==> src/core/cbm_defs.svh <==
`ifndef CBM_DEFS_SVH
`define CBM_DEFS_SVH

// Register indexes; byte address = 4 * index
`define CBM_IDX_CTL_A 8'h00
`define CBM_IDX_CTL_B 8'h01
`define CBM_IDX_TXE 8'h06
// Buffer block in index[7:4]: 4 receive, 5..7 transmit
`define CBM_BUF_RX 4'h4
`define CBM_BUF_TX_LAST 4'h7
// Register within a buffer block in index[3:0]
`define CBM_REG_PAY_FIRST 4'h4
`define CBM_REG_PAY_LAST 4'hb
`define CBM_REG_LEN 4'hc
`define CBM_REG_PRIO 4'hd

// module_control_a fields
`define CBM_A_SOFT 0
`define CBM_A_SLEEP_REQUEST 1
`define CBM_A_SLEEP_ACK 2
`define CBM_A_TLNK 3
`define CBM_A_SYNC 4
`define CBM_A_SWAI 5
// module_control_b fields
`define CBM_B_CLKSEL 0
`define CBM_B_WAKEM 1
`define CBM_B_LOOP 2
// Length register fields
`define CBM_LEN_REMOTE 4

// Reset values
`define CBM_SOFT_RST 1'b1
`define CBM_TXE_RST 3'h7

// Timing
`define CBM_CLK_MHZ 100
`define CBM_BIT_CYC 100
`define CBM_WAKE_NS 5000
`define CBM_SYNC_BITS 4'hb
`define CBM_BOFF_RUNS 8'h80
`define CBM_MAX_BYTES 4'h8
`define CBM_LEN_LAST 3'h4
`define CBM_BYTE_LAST 3'h7
`define CBM_EOF_LAST 3'h6

`endif

==> src/core/cbm_pkg.sv <==
package cbm_pkg;

    typedef enum logic [2:0] {
        cbm_st_idle = 3'b000,
        cbm_st_sof = 3'b001,
        cbm_st_len = 3'b010,
        cbm_st_data = 3'b011,
        cbm_st_ack = 3'b100,
        cbm_st_eof = 3'b101
    } cbm_state_t;

    typedef struct packed {
        logic soft_reset;
        logic sleep_req;
        logic sleep_ack;
        logic timer_link;
        logic stop_in_wait;
        logic synced;
        logic loopback;
        logic wake_mode;
        logic clk_sel;
        logic [2:0] tx_empty;
        logic [3:0][4:0] len;
        logic [2:0][7:0] prio;
        logic wr_pend;
        logic [7:0] wr_idx;
        logic rd_pend;
        logic rd_mem;
        logic [7:0] rd_idx;
        logic rx_s1;
        logic rx_s2;
        logic rx_prev;
        logic pt_s1;
        logic pt_s2;
        cbm_state_t st;
        logic [15:0] cyc;
        logic [2:0] bcnt;
        logic [2:0] bidx;
        logic [3:0] nbytes;
        logic [4:0] rxlen;
        logic [7:0] sh;
        logic [1:0] cur;
        logic tx_act;
        logic ack_ok;
        logic tx_q;
        logic pin;
        logic [3:0] rec;
        logic [7:0] runs;
        logic [15:0] wcnt;
        logic tx_done;
        logic rx_done;
        logic wake;
        logic timer_sig;
    } cbm_regs_t;

endpackage : cbm_pkg

==> src/core/cbm_ctrl.sv <==
`timescale 1ns/1ps
`include "cbm_defs.svh"
//
// Behaviour
// (RQ1) Payload sent from byte zero, MSB first
// (RQ2) Byte count follows the length code
// (RQ3) Pending transmit buffers compete before start
// (RQ4) Lowest local priority value wins
// (RQ5) Ties go to the lowest buffer index
// (RQ6) Stop-in-wait freezes module during CPU wait
// (RQ7) Synced status bit readable
// (RQ8) Timer link routes module timer signal
// (RQ9) Sleep acknowledge reads one while asleep
// (RQ10) Sleep request puts module to sleep
// (RQ11) Soft reset aborts frames, drops sync
// (RQ12) Soft reset holds control and flags reset
// (RQ13) Config registers writable only in soft reset
// (RQ14) Error counters untouched by soft reset
// (RQ15) Resync after 11 recessive bits, 128 if bus-off
// (RQ16) Software clears soft reset alone
// (RQ17) Loop-back: internal feed, pin stays recessive
// (RQ18) Loop-back ignores acknowledge, both events raised
// (RQ19) Wakeup on edge or filtered dominant pulse
// (RQ20) Clock source select bit
// (RQ21) Control B writes ignored outside soft reset
// (RQ22) Remote frame sends length, no data
// (RQ23) Receive buffer read-only, transmit buffers read-write
// (RQ24) Sleep acknowledge follows real sleep entry and exit
module cbm_ctrl #(
    parameter int BIT_CYC = `CBM_BIT_CYC,
    parameter int WAKE_NS = `CBM_WAKE_NS,
    parameter int NUM_TX = 3
) (
    input wire logic hclk,
    input wire logic hresetn,
    input wire logic hsel,
    input wire logic [31:0] haddr,
    input wire logic [1:0] htrans,
    input wire logic hwrite,
    input wire logic [2:0] hsize,
    input wire logic [31:0] hwdata,
    input wire logic hready,
    output logic [31:0] hrdata,
    output logic hreadyout,
    output logic hresp,
    input wire logic bus_receive_pin,
    output logic bus_transmit_pin,
    input wire logic cpu_wait,
    input wire logic bus_off,
    input wire logic timer_port_pin,
    output logic timer_input,
    output logic module_clk_run,
    output logic module_clock_select,
    output logic tx_done_pulse,
    output logic rx_done_pulse,
    output logic wakeup_pulse
);
    localparam int WAKE_CYC = (WAKE_NS * `CBM_CLK_MHZ + 999) / 1000;
    localparam logic [15:0] BIT_LAST = 16'(BIT_CYC - 1);
    localparam logic [15:0] BIT_HALF = 16'(BIT_CYC / 2);
    localparam logic [15:0] WAKE_LAST = 16'(WAKE_CYC - 1);

    cbm_pkg::cbm_regs_t q, d;
    logic addr_ok;
    logic [7:0] a_idx;
    logic halt;
    logic rx_bit;
    logic samp;
    logic last;
    logic drive;
    logic store;
    logic [4:0] lbits;
    logic [3:0] nb;
    logic any_pend;
    logic [1:0] win;
    logic [7:0] best;
    logic cpu_we;
    logic b_we;
    logic [4:0] b_addr;
    logic [7:0] a_rdata;
    logic [7:0] b_rdata;
    logic [7:0] rd8;

    function automatic logic is_pay(input logic [7:0] idx);
        return idx[7:4] >= `CBM_BUF_RX && idx[7:4] <= `CBM_BUF_TX_LAST
            && idx[3:0] >= `CBM_REG_PAY_FIRST
            && idx[3:0] <= `CBM_REG_PAY_LAST;
    endfunction : is_pay

    function automatic logic [4:0] ram_addr(input logic [7:0] idx);
        return {idx[5:4], 3'(idx[3:0] - `CBM_REG_PAY_FIRST)};
    endfunction : ram_addr

    function automatic logic is_buf(input logic [7:0] idx);
        return idx[7:4] >= `CBM_BUF_RX && idx[7:4] <= `CBM_BUF_TX_LAST;
    endfunction : is_buf

    assign addr_ok = hsel & hready & htrans[1];
    assign a_idx = haddr[9:2];
    assign halt = q.stop_in_wait & cpu_wait; // see RQ6
    assign rx_bit = q.loopback ? q.tx_q : q.rx_s2; // see RQ17
    // Receive buffer takes no CPU writes
    assign cpu_we = q.wr_pend & is_pay(q.wr_idx)
        & (q.wr_idx[5:4] != 2'h0); // see RQ23
    assign store = ~q.tx_act | q.loopback;
    assign samp = q.cyc == BIT_HALF;
    assign last = q.cyc == BIT_LAST;
    assign drive = q.cyc == 16'h0001;
    assign lbits = q.len[q.cur];
    assign b_we = ~halt & ~q.soft_reset & store & last
        & q.st == cbm_pkg::cbm_st_data & q.bcnt == `CBM_BYTE_LAST;
    assign b_addr = b_we ? {2'h0, q.bidx} : {q.cur, q.bidx};

    cbm_buf_ram #(
        .DW(8),
        .AW(5)
    ) u_ram (
        .clk(hclk),
        .a_we(cpu_we),
        .a_waddr(ram_addr(q.wr_idx)),
        .a_wdata(hwdata[7:0]),
        .a_raddr(ram_addr(a_idx)),
        .a_rdata(a_rdata),
        .b_we(b_we),
        .b_addr(b_addr),
        .b_wdata(q.sh),
        .b_rdata(b_rdata)
    );

    // Local arbitration; strict compare keeps the lower index on a tie
    always_comb begin
        any_pend = 1'b0;
        win = 2'h0;
        best = 8'hff;
        for (int i = 0; i < NUM_TX; i++) begin
            if (!q.tx_empty[i] && (!any_pend || q.prio[i] < best)) begin
                any_pend = 1'b1; // see RQ3
                best = q.prio[i]; // see RQ4
                win = 2'(i); // see RQ5
            end
        end
    end

    always_comb begin
        d = q;
        nb = 4'h0;
        d.tx_done = 1'b0;
        d.rx_done = 1'b0;
        d.wake = 1'b0;
        d.timer_sig = 1'b0;
        d.rx_s1 = bus_receive_pin;
        d.rx_s2 = q.rx_s1;
        d.rx_prev = q.rx_s2;
        d.pt_s1 = timer_port_pin;
        d.pt_s2 = q.pt_s1;
        d.wr_pend = addr_ok & hwrite;
        d.wr_idx = a_idx;
        d.rd_pend = addr_ok & ~hwrite;
        d.rd_mem = addr_ok & ~hwrite & is_pay(a_idx);
        d.rd_idx = a_idx;
        if (q.wr_pend) begin
            if (q.wr_idx == `CBM_IDX_CTL_A) begin
                d.soft_reset = hwdata[`CBM_A_SOFT]; // see RQ11
                d.sleep_req = hwdata[`CBM_A_SLEEP_REQUEST];
                d.timer_link = hwdata[`CBM_A_TLNK];
                d.stop_in_wait = hwdata[`CBM_A_SWAI];
            end
            if (q.wr_idx == `CBM_IDX_CTL_B && q.soft_reset) begin
                d.loopback = hwdata[`CBM_B_LOOP]; // see RQ13 RQ21
                d.wake_mode = hwdata[`CBM_B_WAKEM];
                d.clk_sel = hwdata[`CBM_B_CLKSEL];
            end
            if (q.wr_idx == `CBM_IDX_TXE) begin
                d.tx_empty = q.tx_empty & ~hwdata[2:0];
            end
            if (is_buf(q.wr_idx) && q.wr_idx[5:4] != 2'h0) begin
                if (q.wr_idx[3:0] == `CBM_REG_LEN) begin
                    d.len[q.wr_idx[5:4]] = hwdata[4:0]; // see RQ23
                end
                if (q.wr_idx[3:0] == `CBM_REG_PRIO) begin
                    d.prio[2'(q.wr_idx[5:4] - 2'h1)] = hwdata[7:0];
                end
            end
        end
        if (!halt) begin
            d.cyc = last ? 16'h0000 : q.cyc + 16'h0001;
            unique case (q.st)
                cbm_pkg::cbm_st_idle: begin
                    d.tx_q = 1'b1;
                    d.tx_act = 1'b0;
                    if (samp) begin
                        if (!rx_bit) begin
                            d.rec = 4'h0;
                        end else if (q.rec == `CBM_SYNC_BITS - 4'h1) begin
                            d.rec = 4'h0;
                            // A bus-off node needs 128 such runs
                            if (!bus_off) begin
                                d.synced = 1'b1; // see RQ15 RQ14
                            end else if (q.runs == `CBM_BOFF_RUNS - 8'h01) begin
                                d.synced = 1'b1; // see RQ15
                                d.runs = 8'h00;
                            end else begin
                                d.runs = q.runs + 8'h01;
                            end
                        end else begin
                            d.rec = q.rec + 4'h1;
                        end
                    end
                    if (q.synced && !q.sleep_ack && !q.loopback
                        && q.rx_prev && !q.rx_s2) begin
                        d.st = cbm_pkg::cbm_st_sof;
                        d.cyc = 16'h0001;
                    end else if (q.synced && !q.sleep_req && any_pend
                        && last) begin
                        d.st = cbm_pkg::cbm_st_sof; // see RQ3
                        d.cur = win + 2'h1;
                        d.tx_act = 1'b1;
                        d.timer_sig = 1'b1;
                    end
                end
                cbm_pkg::cbm_st_sof: begin
                    if (drive && q.tx_act) begin
                        d.tx_q = 1'b0;
                    end
                    if (last) begin
                        d.st = cbm_pkg::cbm_st_len;
                        d.bcnt = 3'h0;
                    end
                end
                cbm_pkg::cbm_st_len: begin
                    // Remote flag first, then the length code MSB first
                    if (drive && q.tx_act) begin
                        d.tx_q = lbits[3'h4 - q.bcnt]; // see RQ22
                    end
                    if (samp) begin
                        d.rxlen = {q.rxlen[3:0], rx_bit};
                    end
                    if (last && q.bcnt == `CBM_LEN_LAST) begin
                        if (q.rxlen[`CBM_LEN_REMOTE]) begin
                            nb = 4'h0; // see RQ22
                        end else if (q.rxlen[3:0] > `CBM_MAX_BYTES) begin
                            nb = `CBM_MAX_BYTES; // see RQ2
                        end else begin
                            nb = q.rxlen[3:0]; // see RQ2
                        end
                        d.nbytes = nb;
                        d.bidx = 3'h0;
                        d.bcnt = 3'h0;
                        d.st = (nb == 4'h0) ? cbm_pkg::cbm_st_ack
                            : cbm_pkg::cbm_st_data;
                    end else if (last) begin
                        d.bcnt = q.bcnt + 3'h1;
                    end
                end
                cbm_pkg::cbm_st_data: begin
                    if (drive && q.tx_act) begin
                        d.tx_q = b_rdata[`CBM_BYTE_LAST - q.bcnt]; // see RQ1
                    end
                    if (samp) begin
                        d.sh = {q.sh[6:0], rx_bit};
                    end
                    if (last) begin
                        d.bcnt = q.bcnt + 3'h1;
                        if (q.bcnt == `CBM_BYTE_LAST) begin
                            d.bidx = q.bidx + 3'h1; // see RQ1
                            if ({1'b0, q.bidx} == q.nbytes - 4'h1) begin
                                d.st = cbm_pkg::cbm_st_ack; // see RQ2
                            end
                        end
                    end
                end
                cbm_pkg::cbm_st_ack: begin
                    if (drive) begin
                        d.tx_q = q.tx_act;
                    end
                    if (samp) begin
                        d.ack_ok = ~rx_bit | q.loopback; // see RQ18
                    end
                    if (last) begin
                        d.st = cbm_pkg::cbm_st_eof;
                        d.bcnt = 3'h0;
                    end
                end
                cbm_pkg::cbm_st_eof: begin
                    if (drive) begin
                        d.tx_q = 1'b1;
                    end
                    if (last && q.bcnt == `CBM_EOF_LAST) begin
                        d.st = cbm_pkg::cbm_st_idle;
                        if (q.tx_act && q.ack_ok) begin
                            d.tx_empty[q.cur - 2'h1] = 1'b1;
                            d.tx_done = 1'b1; // see RQ18
                        end
                        if (store) begin
                            d.len[0] = q.rxlen;
                            d.rx_done = 1'b1; // see RQ18
                        end
                    end else if (last) begin
                        d.bcnt = q.bcnt + 3'h1;
                    end
                end
                default: begin
                    d.st = cbm_pkg::cbm_st_idle;
                end
            endcase
        end
        if (q.sleep_req && !q.sleep_ack && d.st == cbm_pkg::cbm_st_idle) begin
            d.sleep_ack = 1'b1; // see RQ10 RQ24
        end
        if (!d.sleep_req) begin
            d.sleep_ack = 1'b0; // see RQ24
        end
        d.wcnt = q.rx_s2 ? 16'h0000 : q.wcnt + 16'h0001;
        if (q.sleep_ack && (q.wake_mode ? q.wcnt == WAKE_LAST
            : q.rx_prev && !q.rx_s2)) begin
            d.sleep_ack = 1'b0; // see RQ19 RQ24
            d.sleep_req = 1'b0;
            d.wake = 1'b1;
        end
        if (d.soft_reset) begin
            d.stop_in_wait = 1'b0; // see RQ12
            d.timer_link = 1'b0;
            d.sleep_req = 1'b0;
            d.sleep_ack = 1'b0;
            d.tx_empty = `CBM_TXE_RST;
            d.st = cbm_pkg::cbm_st_idle; // see RQ11
            d.synced = 1'b0;
            d.rec = 4'h0;
            d.runs = 8'h00;
            d.tx_q = 1'b1;
            d.tx_act = 1'b0;
            d.cyc = 16'h0000;
        end
        d.pin = d.loopback | d.tx_q; // see RQ17
    end

    always_ff @(posedge hclk or negedge hresetn) begin
        if (!hresetn) begin
            q <= '0;
            q.soft_reset <= `CBM_SOFT_RST;
            q.tx_empty <= `CBM_TXE_RST;
            q.tx_q <= 1'b1;
            q.pin <= 1'b1;
            q.rx_s1 <= 1'b1;
            q.rx_s2 <= 1'b1;
            q.rx_prev <= 1'b1;
        end else begin
            q <= d;
        end
    end

    always_comb begin
        rd8 = 8'h00;
        if (q.rd_mem) begin
            rd8 = a_rdata;
        end else if (q.rd_pend) begin
            if (q.rd_idx == `CBM_IDX_CTL_A) begin
                rd8[`CBM_A_SOFT] = q.soft_reset;
                rd8[`CBM_A_SLEEP_REQUEST] = q.sleep_req;
                rd8[`CBM_A_SLEEP_ACK] = q.sleep_ack; // see RQ9
                rd8[`CBM_A_TLNK] = q.timer_link;
                rd8[`CBM_A_SYNC] = q.synced; // see RQ7
                rd8[`CBM_A_SWAI] = q.stop_in_wait;
            end else if (q.rd_idx == `CBM_IDX_CTL_B) begin
                rd8[`CBM_B_LOOP] = q.loopback;
                rd8[`CBM_B_WAKEM] = q.wake_mode;
                rd8[`CBM_B_CLKSEL] = q.clk_sel;
            end else if (q.rd_idx == `CBM_IDX_TXE) begin
                rd8 = {5'h00, q.tx_empty};
            end else if (is_buf(q.rd_idx)) begin
                if (q.rd_idx[3:0] == `CBM_REG_LEN) begin
                    rd8 = {3'h0, q.len[q.rd_idx[5:4]]};
                end else if (q.rd_idx[3:0] == `CBM_REG_PRIO
                    && q.rd_idx[5:4] != 2'h0) begin
                    rd8 = q.prio[2'(q.rd_idx[5:4] - 2'h1)];
                end
            end
        end
    end

    assign hrdata = {24'h000000, rd8};
    assign hreadyout = 1'b1;
    assign hresp = 1'b0;
    assign bus_transmit_pin = q.pin;
    assign timer_input = q.timer_link ? q.timer_sig : q.pt_s2; // see RQ8
    assign module_clk_run = ~halt; // see RQ6
    assign module_clock_select = q.clk_sel; // see RQ20
    assign tx_done_pulse = q.tx_done;
    assign rx_done_pulse = q.rx_done;
    assign wakeup_pulse = q.wake;

    logic prio_ok;
    always_comb begin
        prio_ok = 1'b1;
        for (int i = 0; i < NUM_TX; i++) begin
            if (!q.tx_empty[i] && (q.prio[i] < q.prio[win]
                || (q.prio[i] == q.prio[win] && 2'(i) < win))) begin
                prio_ok = 1'b0;
            end
        end
    end
endmodule : cbm_ctrl

==> src/core/cbm_buf_ram.sv <==
`timescale 1ns/1ps
// Payload byte store, port a for the CPU, port b for the frame engine
module cbm_buf_ram #(
    parameter int DW = 8,
    parameter int AW = 5
) (
    input wire logic clk,
    input wire logic a_we,
    input wire logic [AW-1:0] a_waddr,
    input wire logic [DW-1:0] a_wdata,
    input wire logic [AW-1:0] a_raddr,
    output logic [DW-1:0] a_rdata,
    input wire logic b_we,
    input wire logic [AW-1:0] b_addr,
    input wire logic [DW-1:0] b_wdata,
    output logic [DW-1:0] b_rdata
);
    logic [DW-1:0] mem [2**AW];

    // Contents undefined out of reset, so no reset here
    always_ff @(posedge clk) begin
        if (a_we) begin
            mem[a_waddr] <= a_wdata;
        end
        if (b_we) begin
            mem[b_addr] <= b_wdata;
        end
        // Write-through so a read right after a write sees new data
        a_rdata <= (a_we && a_waddr == a_raddr) ? a_wdata : mem[a_raddr];
        b_rdata <= mem[b_addr];
    end
endmodule : cbm_buf_ram

==> config.mk <==
export PLATFORM = sky130hd
export DESIGN_NAME = cbm_ctrl
export DESIGN_NICKNAME = d
export VERILOG_FILES = /design/src/core/cbm_pkg.sv /design/src/core/cbm_ctrl.sv /design/src/core/cbm_buf_ram.sv
export VERILOG_INCLUDE_DIRS = /design/src /design/src/core
export SDC_FILE = /design/constraint.sdc
export NUM_CORES = 1
export LEC_CHECK = 0
export BUFFER_PORTS_ARGS = -buffer_cell sky130_fd_sc_hd__buf_2
export CAP_MARGIN = 10
export CORE_ASPECT_RATIO = 0.6
export CORE_UTILIZATION = 50
export DETAILED_ROUTE_END_ITERATION = 16
export GPL_ROUTABILITY_DRIVEN = 0
export PLACE_DENSITY_LB_ADDON = 0.25
export RECOVER_POWER = 100
export SLEW_MARGIN = 20
export SYNTH_ARGS = -nofsm -noshare
export SYNTH_HDL_FRONTEND = slang
export SYNTH_SLANG_ARGS = --single-unit
==> constraint.sdc <==
create_clock -name hclk -period 4.31 [get_ports hclk]
set_input_delay 0.6465 -clock hclk [delete_from_list [all_inputs] [get_ports hclk]]
set_output_delay 0.6465 -clock hclk [all_outputs]
set_load 0.1 [all_outputs]
# Word level (Yosys, flattened, before mapping)
# Memory sizes are Yosys's and may differ from the RTL's. A register that Yosys moved wholly into a read port is not among the register bits.
# Cells that the tools add are included.
# op_classes
n_lt_le_gt_ge	20
bitwise	25
reduce_logical	68
eq_ne	27
n_mux	141
add_sub_neg	14
# ops
op	n
8-bit two-way mux	16
3-bit two-way mux	26
16-bit two-way mux	4
5-bit two-way mux	11
50-bit two-way mux	1
12-bit two-way mux	4
47-bit two-way mux	1
44-bit two-way mux	1
1-bit two-way mux	39
16-bit by 1-bit adder with 16-bit output (second input constant)	2
1-bit logical AND	29
4-bit two-way mux	7
24-bit bitwise mux	1
24-bit two-way mux	1
3-bit AND reduction	7
5-bit binary-select mux with 2-bit select	2
20-bit bitwise mux	1
2-bit two-way mux	10
20-bit two-way mux	1
19-bit two-way mux	1
3-bit case mux with 6 select lines	1
2-bit nonzero test	9
8-bit binary-select mux with 2-bit select	1
8-bit demux with 2-bit select	1
58 further kinds	118
# totals
memories	1
inputBits	78
word_cells	341
output_inout_bits	41
ram_bits	256
ff_bits	152
# memory_table
memory	depth	word_bits	read_ports	rd_ports_with_merged_regs	wr	line_no	text
u_ram.mem	32	8	2	2	2	cbm_buf_ram.sv:18	logic [DW-1:0] mem [2**AW];

# Longest topological paths before layout
# depth
ltp_word	21
mapped_depth	16
depth_no_buf	15

# Modules after synthesis
# Synthesis repeated with hierarchy kept, for this count alone.
# hier_totals
hier_cells	1914
hier_area_um2	24628.6
# modules_own_cells
mod	instances	seq_area_each_um2	cells_each	area_each_um2
cbm_buf_ram	1	8007.7	1071	16089.2
cbm_ctrl	1	3814.9	843	8539.4

# Least setup slack after synthesis
# OpenSTA, ideal clock, no wires.
# synth_path
kind	register to output
startpoint	register q[89] (netlist name)
endpoint	output port hrdata[0]
n_path_buf	3
required_time_ps	3664
stages_incl_launch_ff	11
arrival_time_ps	4772
path_slack_ps	-1108
cell_sequence	dfrtp_1 clkbuf_1 clkinv_1 ha_1 clkbuf_1 nor2b_1 clkbuf_1 a21oi_1 o22ai_1 a22oi_1 o31ai_1
# synth_via
elab_chain_cells	11
word_cells_on_any_way	21
cone_classes	add/sub (1); order compare (2); eq/ne (2); mux (12); reduce/logical (4)
# synth_rtl
element	line_no	text
from (decl)	cbm_ctrl.sv:63	cbm_pkg::cbm_regs_t q, d;
2-bit by 1-bit subtractor with 2-bit output	cbm_ctrl.sv:375	rd8 = q.prio[2'(q.rd_idx[5:4] - 2'h1)];
8-bit binary-select mux with 2-bit select	cbm_ctrl.sv:375	
8-bit two-way mux (implied by the code)	cbm_ctrl.sv:375	
8-bit two-way mux	cbm_ctrl.sv:373	end else if (q.rd_idx[3:0] == `CBM_REG_PRIO
8-bit two-way mux	cbm_ctrl.sv:371	if (q.rd_idx[3:0] == `CBM_REG_LEN) begin
8-bit two-way mux	cbm_ctrl.sv:370	end else if (is_buf(q.rd_idx)) begin
8-bit two-way mux	cbm_ctrl.sv:368	end else if (q.rd_idx == `CBM_IDX_TXE) begin
3-bit two-way mux	cbm_ctrl.sv:364	end else if (q.rd_idx == `CBM_IDX_CTL_B) begin
6-bit two-way mux *	cbm_ctrl.sv:357	if (q.rd_idx == `CBM_IDX_CTL_A) begin
8-bit two-way mux *	cbm_ctrl.sv:356	end else if (q.rd_pend) begin
8-bit two-way mux *	cbm_ctrl.sv:354	if (q.rd_mem) begin
to (decl)	cbm_ctrl.sv:43	output logic [31:0] hrdata,
# Mark *: on every way between the ends. The rest lies on a longest branch, timed or not. The select of a mux whose other input is x is not followed.

# Final worst setup path
# layout_path
startpoint	register q[90] (netlist name)
endpoint	output port hrdata[2]
# Same word-level chain as after synthesis.

==> summary.md <==
| Metric | Value |
|---|---|
| Ratio of final minimum period to clock period | `between 90% and 100%` |
| RSZ-0062 raised after global routing | `no` |
| Hold Crit Class | `in -> reg` |
| Critical path's slowest cell | `dfrtp_1` |
| Global route overflow | `0` |
| Worst IR Drop VDD | `approximately 0.35 mV` |
| Dpl hpwl | `40600 um` |
| Initial Util | `50.92%` |
| ANT nets after route | `0` |
| Number of synthesized flops with an enable pin | `roughly 260` |
| Gr usage total | `approximately a quarter` |
| Layout Nets | `1754` |
| Setup crit start kind | `register` |
| Post-route setup TNS | `0 ns` |
| Die X-Extent | `between 200 and 300 um` |
| Initial antenna violation count | `2` |
| Top FF cell, synth | `edfxtp_1` |
| Critical Path AT | `roughly 3.5 ns` |
| Area of the multi-input gates | `slightly below 10000 sq um` |
| R2R Setup Slk | `0.23 ns` |
| Avg WL per Cell | `26.09 um` |
| Fill cell count | `about 3700` |
| Largest net degree at the start of global routing | `98` |
| Synthesis Warnings | `0` |
| H-Tree Depth | `2` |
| Core Area | `roughly 45000 sq um` |
| Die Ht | `around 170 um` |
| Crit path time final | `about 4.1 ns` |
| Layout Skew | `around 0.024 ns` |
| Syn Inst Count | `1825` |
| First-pass GRT wire length | `a little under 90000 um` |
| Detailed Routing Iterations Pass 1 | `7` |
| Num rows | `60` |
| Critical Path Max Stage Delay | `between 0.6 and 0.7 ns` |
| Leakage power | `between 8 and 9 nW` |
| Avg Inst Size Synth | `12.55 sq um` |
| DRC | `0` |
| Worst Max-Slew Pin Slew | `approximately 2.5 ns` |
| Final setup vio count | `0` |
| Number of global-route vias before repair | `~14000` |
| Asr flop ratio synth | `approximately 36%` |
| WS Path Type | `reg -> out` |
| Maxcap violations | `12` |
| # Post-CTS Setup Buffers | `0` |
| Cell variety after synth | `between 80 and 90` |
| Worst-skew pair later-pin latency | `between 0.5 and 0.6 ns` |
| Post-CTS sizing | `0` |
| CTS tree | `yes` |
| Status | `complete, but fails checks` |
| Pwr dens | `357.6 nW/um^2` |
| Synth-to-Final Area Change | `5.508%` |
| Sink Count | `around 420` |
| Cell Count, Final, Fillers Out | `approximately 2300` |
| Seq/Total Area, Yosys | `about half` |
| Io pins | `between 100 and 150` |
| Failing checks | `capacitance limit, slew limit` |
| Number of buffers added on ports | `40` |
| Vias | `~14000` |
| Post-synth design cell area | `22900 sq um` |
| DRT iter0 DRCs | `between 1500 and 2000` |
| CP Data Required Time | `3.66 ns` |
| Share of cells above drive strength 1 | `25.15%` |
| Crit path max fanout | `9` |
| CTS clk-pin slew, worst paths | `~0.07 ns` |
| Die ar. | `between 40000 and 50000 sq um` |
| Synth Register Bits | `around 420` |
| Clock tree buffer depth | `3` |
| Hold Buf Count CTS | `0` |
| Num CTS Buffers | `between 40 and 50` |
| Final wirelength | `approximately 59000 um` |
| N_diodes | `0` |
| F_max | `about 240 MHz` |
| Worst path cell trace | `inv_1 > ha_1 > nor2b_1 > buf_4 > a21oi_1 > o22ai_1 > a22oi_1 > o31ai_4 > clkbuf_2` |
| Via/cell ratio | `~6.3` |
| Placed insts | `roughly 2200` |
| Fin. Hold Viols | `0` |
| Slew headroom | `-69.21%` |
| Root buffer cell | `clkbuf_16` |
| Register area | `11830 sq um` |
| Fin. max-slew vios | `476` |
| Critical Path Sink Type | `output pin` |
## final cells by class
class	count	area share, %
Clock buffer	58	4.982
Clock inverter	19	0.7095
Inverter	41	0.6370
Multi-Input combinational cell	1050	39.90
Sequential cell	424	48.96
Tap cell	589	3.051
Timing Repair Buffer	82	1.766
## flip-flops by register name, indices dropped and copies added (netlist names), named ones only
register and count:
u_ram.mem 256, q 105, u_ram.a_rdata 8, u_ram.b_rdata 8, d 3, bus_transmit_pin 1, module_clock_select 1, rx_done_pulse 1
tx_done_pulse 1, wakeup_pulse 1
## per-stage QoR
step / cell area, sq um / utilization (%) / power, W / setup slack, ns / hold slack [ns]
detailed placement: 22940 / 51.01 / 0.005003 / 0.4470 / 0.3411
CTS: 24310 / 54.07 / 0.008676 / 0.2571 / 0.1627
global route: 24160 / 53.72 / 0.008875 / 0.07569 / 0.1657
floorplan: 23030 / - / 0.004893 / 0.2536 / 0.3312
global placement: 22940 / 51.01 / 0.004994 / 0.5165 / 0.3374
finish: 24160 / 53.72 / 0.008638 / 0.1934 / 0.1799
## synthesized netlist by cell type, types with 6 or more instances
cell type  number  area share [%]
clkbuf_1      272             4.5
edfxtp_1      256              34
mux4_2        156              15
dfrtp_1       143              16
mux2_2        136             6.7
nor2_1        116             1.9
nand2_1       115             1.9
o21ai_0        70             1.5
a21oi_1        55             1.2
nand3_1        42            0.92
inv_1          39            0.64
mux2i_1        37             1.6
ha_1           35             1.9
nor3_1         28            0.61
buf_4          26            0.85
buf_2          18            0.39
buf_1          17            0.28
or3_1          17            0.46
and3_1         16            0.44
dfxtp_1        16             1.4
xor2_1         14            0.54
nand4_1        13            0.36
and2_1         11            0.30
nor4_1         11            0.30
nand2b_1       10            0.27
o31ai_1        10            0.33
dfstp_2         9             1.0
o22ai_1         9            0.25
nor2b_1         8            0.22
xnor2_1         7            0.27
a31oi_1         6            0.16
a32oi_1         6            0.23
## path summary, 6_finish.rpt
| kind | startpoint | end | cells past startpoint |
|---|---|---|---|
| max in group asynchronous | hresetn | q[80] | 2 |
| worst max register to register | q[148] | q[36] | 15 |
| min in group asynchronous | hresetn | q[15] | 1 |
| worst max-delay path | q[90] | hrdata[2] | 9 |
| worst min register to register | d[80] | q[80] | 0 |
| worst min-delay path | bus_receive_pin | d[83] | 1 |
## worst max-delay path: cells and delay by family (launching register included)
kind	cells	cell delay (ns)
AOI/OAI and AO/OA	4	0.93
adders and majority gates	1	0.44
buffers and inverters	3	0.69
DFF	1	0.63
and+or+nand+nor	1	0.19
## kinds of logic (layout without fill, tap and decap cells)
family                     Yosys count  in the layout  synth area share [%]
AOI/OAI and AO/OA                  202            202                 5.350
xor gates and xnor gates            22             22                0.9016
adders and majority gates           35             35                 1.913
buffers and inverters              375            200                 6.705
DFF                                424            424                 51.63
muxes                              331            331                 23.80
other                                2             26               0.03280
and+or+nand+nor                    434            434                 9.667
## layout by cell type, fill, tap and decap left out, types with 6 or more instances in the layout
cell and n:
o22ai_1 9, o21ai_0 70, or3_1 17, nand2_1 115, clkbuf_1 52, xnor2_1 7, a32oi_1 6, mux2i_1 37
clkbuf_16 44, nand2b_1 10, buf_4 16, mux2_2 134, nor2b_1 8, dfrtp_1 141, and2_1 6, buf_2 9
o31ai_1 7, nand4_1 14, xor2_1 14, nor4_1 13, clkbuf_2 12, inv_1 39, nor3_1 28, dfstp_2 8
ha_1 35, dfxtp_1 16, conb_1 26, clkinv_2 10, and2_0 6, nand3_1 42, nor2_1 116, a31oi_1 6
and3_1 17, edfxtp_1 256, mux4_2 156, a21oi_1 55
## where the power goes
group / leakage (nW) / switching (W) / total, W / internal [W]
logic: 3.75 / 0.000372 / 0.000543 / 0.000171
clock network: 0.683 / 0.00163 / 0.00371 / 0.00209
registers: 4.40 / 0.0000341 / 0.00438 / 0.00435
## metal layers
metal / wire [um] / vias to the layer above / global-route usage (%)
met5: 0 / - / 0
met4: 768 / 0 / 4.060
met3: 6842 / 58 / 7.046
met2: 23920 / 698 / 34.04
met1: 27510 / 7353 / 42.30
li1: - / 6240 / -
No activity file was read; power rests on OpenSTA's default activity.
